`config.mk`:
```
export PLATFORM = sky130hd
export DESIGN_NAME = dtx_host_port
export DESIGN_NICKNAME = d
export VERILOG_FILES = /design/src/hw/dtx_pkg.sv /design/src/hw/dtx_host_port.sv
export SDC_FILE = /design/constraint.sdc
export NUM_CORES = 1
export LEC_CHECK = 0
export BUFFER_PORTS_ARGS = -buffer_cell sky130_fd_sc_hd__clkbuf_2
export CAP_MARGIN = 20
export CORE_ASPECT_RATIO = 1.4
export CORE_MARGIN = 3
export CORE_UTILIZATION = 62
export DETAILED_ROUTE_END_ITERATION = 8
export PLACE_DENSITY = 0.86
export SETUP_SLACK_MARGIN = 0.05
export SKIP_LAST_GASP = 1
export SYNTH_ARGS = -nofsm -noshare
export SYNTH_HDL_FRONTEND = slang
export SYNTH_SLANG_ARGS = --single-unit
export TNS_END_PERCENT = 10
```
`constraint.sdc`:
```
create_clock -name clk -period 6.2 [get_ports clk]
set_input_delay 0 -clock clk [delete_from_list [all_inputs] [get_ports clk]]
set_output_delay 0 -clock clk [all_outputs]
set_load 0.005 [all_outputs]
```
`src/hw/dtx_pkg.sv`:
```
// Package: register map, control fields, timing constants of the transceiver host port
// Behaviour
// [RQ1] Burst and equal pause last 51 ms
// [RQ2] Set transmitter ready after burst and pause
// [RQ3] Progress mode doubles burst, pause to 102 ms
// [RQ4] Progress plus burst mode: transmit only, no decode
// [RQ5] Host times odd lengths with burst off
// [RQ6] Single tone from low or high group
// [RQ7] Register access completes without wait states
// [RQ8] Select low: write tone code, read digit
// [RQ9] Select high: write control, read status
// [RQ10] Receive register holds last validated digit
// [RQ11] Written tone code selects generated tone pair
// [RQ12] Bank toggle steers one write to word B
// [RQ13] Host initialises control registers at program start
// [RQ14] Event pin is open drain, low active
// [RQ15] Tone output enable gates all transmit tones
// [RQ16] Progress mode drives received tone square wave
// [RQ17] Event pin low on digit or ready
// [RQ18] Word B: column/row, single, test, burst bits
// [RQ19] Burst bit low enables burst mode
// [RQ20] Empty flag set at pause end, cleared
// [RQ21] Event flag follows empty or full flags
// [RQ22] Single tone: column when high, row low
// [RQ23] Control steering starts at word A
// [RQ24] Durations counted from free running clock
package dtx_pkg;
  localparam logic       SEL_DATA       = 1'b0;
  localparam logic       SEL_CTRL       = 1'b1;
  // Control word A fields
  localparam int         CA_TONE_EN     = 0;
  localparam int         CA_PROGRESS    = 1;
  localparam int         CA_IRQ_EN      = 2;
  localparam int         CA_BANK        = 3;
  // Control word B fields
  localparam int         CB_BURST_OFF   = 0;
  localparam int         CB_TEST        = 1;
  localparam int         CB_SINGLE      = 2;
  localparam int         CB_COLUMN      = 3;
  // Status fields
  localparam int         ST_EVENT       = 0;
  localparam int         ST_TX_EMPTY    = 1;
  localparam int         ST_RX_FULL     = 2;
  localparam int         ST_DSTEER      = 3;
  localparam logic [3:0] CTRL_RESET     = 4'h0;
  localparam logic [3:0] CTRLB_RESET    = 4'h1;
  // Timing
  localparam int         CLK_HZ         = 100_000_000;
  localparam int         BURST_MS       = 51;
  localparam int         BURST_CYC      = BURST_MS * (CLK_HZ / 1000);
  localparam int         CNT_W          = 24;
  typedef enum logic [1:0] {DTX_IDLE, DTX_BURST, DTX_PAUSE} dtx_state_t;
endpackage

```
`src/hw/dtx_host_port.sv`:
```
// Module: host register port and burst timing of the tone transceiver
`timescale 1ns/1ns
`default_nettype none
module dtx_host_port
  import dtx_pkg::*;
#(
  parameter int BURST_CYCLES = BURST_CYC
)
(
  // Clock and reset
  input  wire logic       clk,
  input  wire logic       rst,
  // Host bus pins, asynchronous
  input  wire logic       register_select_line,
  input  wire logic       wr_n,
  input  wire logic       rd_n,
  input  wire logic [3:0] data_in,
  output logic      [3:0] data_out,
  output logic            data_oe,
  // Receiver side, same clock
  input  wire logic       rx_digit_valid,
  input  wire logic [3:0] rx_digit,
  input  wire logic       rx_steer_present,
  input  wire logic       rx_progress_tone,
  // Tone generator controls
  output logic      [3:0] tone_pair_code,
  output logic            tone_on,
  output logic            tone_single,
  output logic            tone_column,
  output logic            rx_decode_en,
  output logic            test_mode,
  // Open-drain event pin
  input  wire logic       event_or_tone_pin_in,
  output logic            event_or_tone_pin_out,
  output logic            event_or_tone_pin_oe
);
  // ==========================================================
  // Pin synchronisers
  logic [2:0] s1_reg, s2_reg, s3_reg;
  logic [3:0] d1_reg, d2_reg;
  always_ff @(posedge clk or posedge rst)
  begin
    if (rst)
    begin
      s1_reg <= 3'h7;
      s2_reg <= 3'h7;
      s3_reg <= 3'h7;
      d1_reg <= 4'h0;
      d2_reg <= 4'h0;
    end
    else
    begin
      s1_reg <= {register_select_line, wr_n, rd_n};
      s2_reg <= s1_reg;
      s3_reg <= s2_reg;
      d1_reg <= data_in;
      d2_reg <= d1_reg;
    end
  end
  wire sel      = s2_reg[2];
  wire wr_act   = ~s2_reg[1];
  wire rd_act   = ~s2_reg[0];
  // Write acts on the strobe's rising edge, read effects on the end
  wire wr_done  = ~s3_reg[1] & s2_reg[1];
  wire rd_done  = ~s3_reg[0] & s2_reg[0];
  wire wr_sel   = s3_reg[2];
  wire rd_sel   = s3_reg[2];
  wire wr_data  = wr_done & (wr_sel == SEL_DATA);                     // RQ8
  wire wr_ctrl  = wr_done & (wr_sel == SEL_CTRL);                     // RQ9
  wire rd_stat  = rd_done & (rd_sel == SEL_CTRL);                     // RQ9

  // ==========================================================
  // Registers
  logic [3:0] ca_reg, cb_reg, tx_reg, rx_reg;
  logic       bank_reg;
  logic       empty_reg, full_reg;
  wire        wr_b      = wr_ctrl & bank_reg;                         // RQ12
  wire        wr_a      = wr_ctrl & ~bank_reg;
  wire        burst_on  = ~cb_reg[CB_BURST_OFF];                      // RQ19
  wire        progress  = ca_reg[CA_PROGRESS];
  wire        decode_en = ~progress;                                  // RQ4 RQ16
  wire        rx_take   = rx_digit_valid & decode_en;
  always_ff @(posedge clk or posedge rst)
  begin
    if (rst)
    begin
      ca_reg   <= CTRL_RESET;
      cb_reg   <= CTRLB_RESET;
      tx_reg   <= 4'h0;
      rx_reg   <= 4'h0;
      bank_reg <= 1'b0;                                               // RQ23
    end
    else
    begin
      if (wr_a)
        ca_reg <= d2_reg;
      if (wr_b)
        cb_reg <= d2_reg;                                             // RQ18
      if (wr_ctrl)
        bank_reg <= wr_a & d2_reg[CA_BANK];                           // RQ12
      if (wr_data)
        tx_reg <= d2_reg;                                             // RQ11
      if (rx_take)
        rx_reg <= rx_digit;                                           // RQ10
    end
  end

  // ==========================================================
  // Burst timer on free running clock
  dtx_state_t st_reg, st_next;
  logic [CNT_W-1:0] cnt_reg, cnt_next;
  wire  [CNT_W:0]   dur  = progress ? {CNT_W'(BURST_CYCLES), 1'b0}                 // RQ3
                                    : {1'b0, CNT_W'(BURST_CYCLES)};                // RQ1
  wire  [CNT_W:0]   last = dur - 1'b1;
  wire              at_end = ({1'b0, cnt_reg} >= last);
  wire              pause_end = (st_reg == DTX_PAUSE) & at_end;       // RQ2
  always_comb
  begin
    st_next  = st_reg;
    cnt_next = cnt_reg + 1'b1;                                        // RQ24
    case (st_reg)
      DTX_IDLE:
      begin
        cnt_next = '0;
        if (wr_data & burst_on)
          st_next = DTX_BURST;
      end
      DTX_BURST:
        if (at_end)
        begin
          st_next  = DTX_PAUSE;
          cnt_next = '0;
        end
      DTX_PAUSE:
        if (at_end)
        begin
          st_next  = DTX_IDLE;
          cnt_next = '0;
        end
      default:
        st_next = DTX_IDLE;
    endcase
    if (!burst_on)
      st_next = DTX_IDLE;
  end
  always_ff @(posedge clk or posedge rst)
  begin
    if (rst)
    begin
      st_reg  <= DTX_IDLE;
      cnt_reg <= '0;
    end
    else
    begin
      st_reg  <= st_next;
      cnt_reg <= cnt_next;
    end
  end

  // ==========================================================
  // Status flags, set wins over read clear
  always_ff @(posedge clk or posedge rst)
  begin
    if (rst)
    begin
      empty_reg <= 1'b0;
      full_reg  <= 1'b0;
    end
    else
    begin
      empty_reg <= burst_on & (pause_end | (empty_reg & ~rd_stat));   // RQ20
      full_reg  <= rx_take | (full_reg & ~rd_stat);                   // RQ21
    end
  end
  wire       event_flag = empty_reg | full_reg;                       // RQ21
  wire [3:0] status     = {~rx_steer_present, full_reg, empty_reg, event_flag};

  // ==========================================================
  // Read data and outputs, registered one clock after the synced strobe
  logic [3:0] dout_reg;
  logic       oe_reg;
  logic       pin_low_reg;
  wire  [3:0] rd_val = (sel == SEL_CTRL) ? status : rx_reg;           // RQ8 RQ9
  wire  irq_en   = ca_reg[CA_IRQ_EN];
  wire  pin_low  = irq_en & (progress ? rx_progress_tone              // RQ16
                   : (cb_reg[CB_TEST] ? ~rx_steer_present
                   : (full_reg | (burst_on & empty_reg))));           // RQ17
  always_ff @(posedge clk or posedge rst)
  begin
    if (rst)
    begin
      dout_reg    <= 4'h0;
      oe_reg      <= 1'b0;
      pin_low_reg <= 1'b0;
    end
    else
    begin
      dout_reg    <= rd_val;                                          // RQ7
      oe_reg      <= rd_act & ~wr_act;
      pin_low_reg <= pin_low;
    end
  end
  assign data_out              = dout_reg;
  assign data_oe               = oe_reg;
  assign tone_pair_code        = tx_reg;                              // RQ11
  // Tone enable gates every mode; burst mode adds burst window
  assign tone_on               = ca_reg[CA_TONE_EN]                   // RQ15
                                 & (~burst_on | (st_reg == DTX_BURST)); // RQ19
  assign tone_single           = cb_reg[CB_SINGLE];                   // RQ6 RQ22
  assign tone_column           = cb_reg[CB_COLUMN];                   // RQ22
  assign rx_decode_en          = decode_en;                           // RQ4
  assign test_mode             = cb_reg[CB_TEST];
  assign event_or_tone_pin_out = 1'b0;                                // RQ14
  assign event_or_tone_pin_oe  = pin_low_reg;                         // RQ14
  wire unused_ok = event_or_tone_pin_in;
endmodule
`default_nettype wire

```
==> reports/qor.yml <==
timing:
  fin_tns_setup_ns: 0
  timing.hold.ws_ns: 0.1694
  timing_hold_violations_final: 0
  period_share: 0.4766
  drv_slew: 0
  period_minus_slack_ns: 2.955
  slew_headroom: 0.4585
  tightest_slew_ns: 0.8122
  rsz0062_at_grt: "no"
  max_freq_mhz: 338.4
  skew_ns: 0.01642
  setup_viol: 0
global_route:
  antenna_found_initial: 0
  grt_pass1_vias: 2204
  grt_max_degree: 68
  grt_pass1_wl_um: 10750
  gr-total-overflow: 0
  grt_use_total: 0.2533
yosys:
  synth_cells: 255
  yosys_warnings: 0
  synth-seq-area-share: 0.5556
  synth_nets: 289
  ys_async_sr_fraction: 1.000
  syn-cell-area_um2: 3040
  synth_top_area_cell: "dfrtp_1"
  synth_seq_cells: 67
  synth_top_area_frac: 0.4691
  syn_avg_cell_area_um2: 11.92
  synth_edf_count: 0
  ys_types: 43
  ys_top_cells_by_area: "dfrtp_1, dfstp_2, ha_1"
  synth_ff_type: "dfrtp_1"
floorplanning:
  design.core.area_um2: 4644
  dieArea_um2: 5792
  top_level_ports: 33
  die_w_um: 65.19
  start_util: 0.6546
  num_rows: 29
  die_height_um: 88.86
clock_network:
  insertion_delay_ns: 0.34
  cts_setup_buffers: 0
  cts_hold_buffers: 14
  post_cts_resize_count: 0
  path_clk_slew_ns: 0.08
  cts_buffer_depth: 2
  cts.sinks: 67
  cts_max_level: 3
  cts_buffers: 9
  cts_tree: "built"
  cts-root-buf: "clkbuf_8"
detailed_routing:
  dr.pass1.iters: 4
  ant_nets: 0
  drt_wl_total_um: 6463
  vias: 2110
  post_drt_via_cell_ratio: 5.642
  routedWlPerCell_um: 17.28
  drc_errors: 0
  drtIter0Drc: 154
critical_path:
  critPathSlowestCell: "a21oi_4"
  cp-start-kind: "flop"
  slowest_delay_ns: 0.61
  cp.arrival_ns: 3.19
  cp-end-kind: "flop"
  critical_path_peak_fanout: 24
  crit_type: "reg2reg"
  crit_required_ns: 6.43
  path_cells: "inv_1, ha_1, nor3b_1, a21o_1, a31oi_4, a21oi_4, and2b_2"
final_layout:
  utilization: 0.7799
  insertedDiodeCount: 0
  nFillCells: 284
  fin_cells: 374
  syn_to_final_growth_pct: 19.14
  layout_commonest_cell: "dfrtp_1"
  largest_reg_flops: 24
  finalNetCount: 341
  drive_above_1_share: 0.2660
  mostFrequentLayoutCells: "dfrtp_1, clkbuf_2, nor2_1"
placement:
  place_inst: 344
  dpl.hpwl_um: 4106
  place_congestion: 0.7775
  io_buffers: 30
pwr:
  irDropWorstVdd_mv: 0.2894
  pwr-share-seq: 0.459
  powerDensity_nw_per_um2: 327.2
  p_switching_w: 0.0003297
  combinationalPowerShare: 0.172
  p_int_w: 0.0008553
  p_sw_frac: 0.2782
  leakage_nw: 1.628
  pwr-share-clk: 0.369
outcome:
  status: "completed"
hold_path:
  hold_path_class: "in2reg"
flow_run:
  max_cap_violations: 0
[per-layer routing]
metal / track usage / up-vias / part of all wire
met5: 0 / - / 0
met4: 0.1170 / 0 / 0.023
met3: 0.05718 / 12 / 0.032
met2: 0.4590 / 52 / 0.56
met1: 0.2802 / 1069 / 0.39
li1: - / 977 / -
[final timing paths]
check                                   endpoint  depth (start not counted)  slack (ns)                   from
hold reg to reg              d2_reg[2]$_DFF_PP0_                          0        0.34    d1_reg[2]$_DFF_PP0_
setup reg to reg            cnt_reg[1]$_DFF_PP0_                          7        3.24  ca_reg[1]$_DFFE_PP0P_
hold / removal                full_reg$_DFF_PP0_                          3        0.17         rx_digit_valid
min in group asynchronous   cnt_reg[7]$_DFF_PP0_                          4        0.43                    rst
setup / recovery            cnt_reg[1]$_DFF_PP0_                          7        3.24  ca_reg[1]$_DFFE_PP0P_
max in group asynchronous  cnt_reg[19]$_DFF_PP0_                          4        5.23                    rst
[power groups by stage]
| stage | Combinational, W | Clock (W) | Sequential, W |
|---|---|---|---|
| finish | 0.000204 | 0.000437 | 0.000544 |
| global route | 0.000226 | 0.000464 | 0.000548 |
| CTS | 0.000202 | 0.000443 | 0.000541 |
| detailed placement | 0.000191 | 0 | 0.000549 |
| global placement | 0.000177 | 0 | 0.000543 |
| floorplan | 0.000136 | 0 | 0.000536 |
[cell type report]
type | count | area (µm²) | share of cell area
timing repair buffer | 45 | 297.8 | 0.08221
clock inverter | 6 | 113.9 | 0.03143
multi-input combinational | 177 | 1290 | 0.3561
sequential | 67 | 1689 | 0.4663
clock buffer | 10 | 127.6 | 0.03523
tap | 62 | 77.57 | 0.02142
inverter | 7 | 26.28 | 0.007254
[through the flow]
step | total power (W) | setup slack, ns | instance area, µm²
after floorplan | 0.0006724 | 3.962 | 3040
after global placement | 0.0007204 | 3.391 | 3241
after detailed placement | 0.0007398 | 3.315 | 3241
after CTS | 0.001186 | 3.287 | 3622
after global routing | 0.001239 | 3.087 | 3622
final | 0.001185 | 3.245 | 3622
[cell families after synthesis]
| group | share of synthesized area |
|---|---|
| multiplexers | 0.06584 |
| flip-flops | 0.5556 |
| buffers and inverters | 0.02017 |
| AO/OA/AOI/OAI | 0.06008 |
| AND/OR/NAND/NOR | 0.1638 |
| other | 0.001233 |
| XOR/XNOR | 0.06337 |
| adder cells (fa/ha/maj) | 0.06996 |
[critical path, delay by kind of cell, from the launching register on]
kind	cells	cell delay, ns
AND/OR/NAND/NOR	2	0.72
flip-flops	1	0.58
AO/OA/AOI/OAI	3	0.89
buffers and inverters	1	0.30
adder cells (fa/ha/maj)	1	0.36
[synth_stat cells, types with 3 or more instances]
cell,count
inv_1,7
nand3_1,11
nor2_1,29
dfstp_2,10
nand4_1,5
xnor2_1,10
o211ai_1,3
mux2_2,16
a21oi_1,6
nand2_1,18
xor2_1,12
ha_1,17
and3_1,3
dfrtp_1,57
nand2b_1,6
o21ai_0,7
nor2b_1,4
Power figures use the tool's default switching activity.
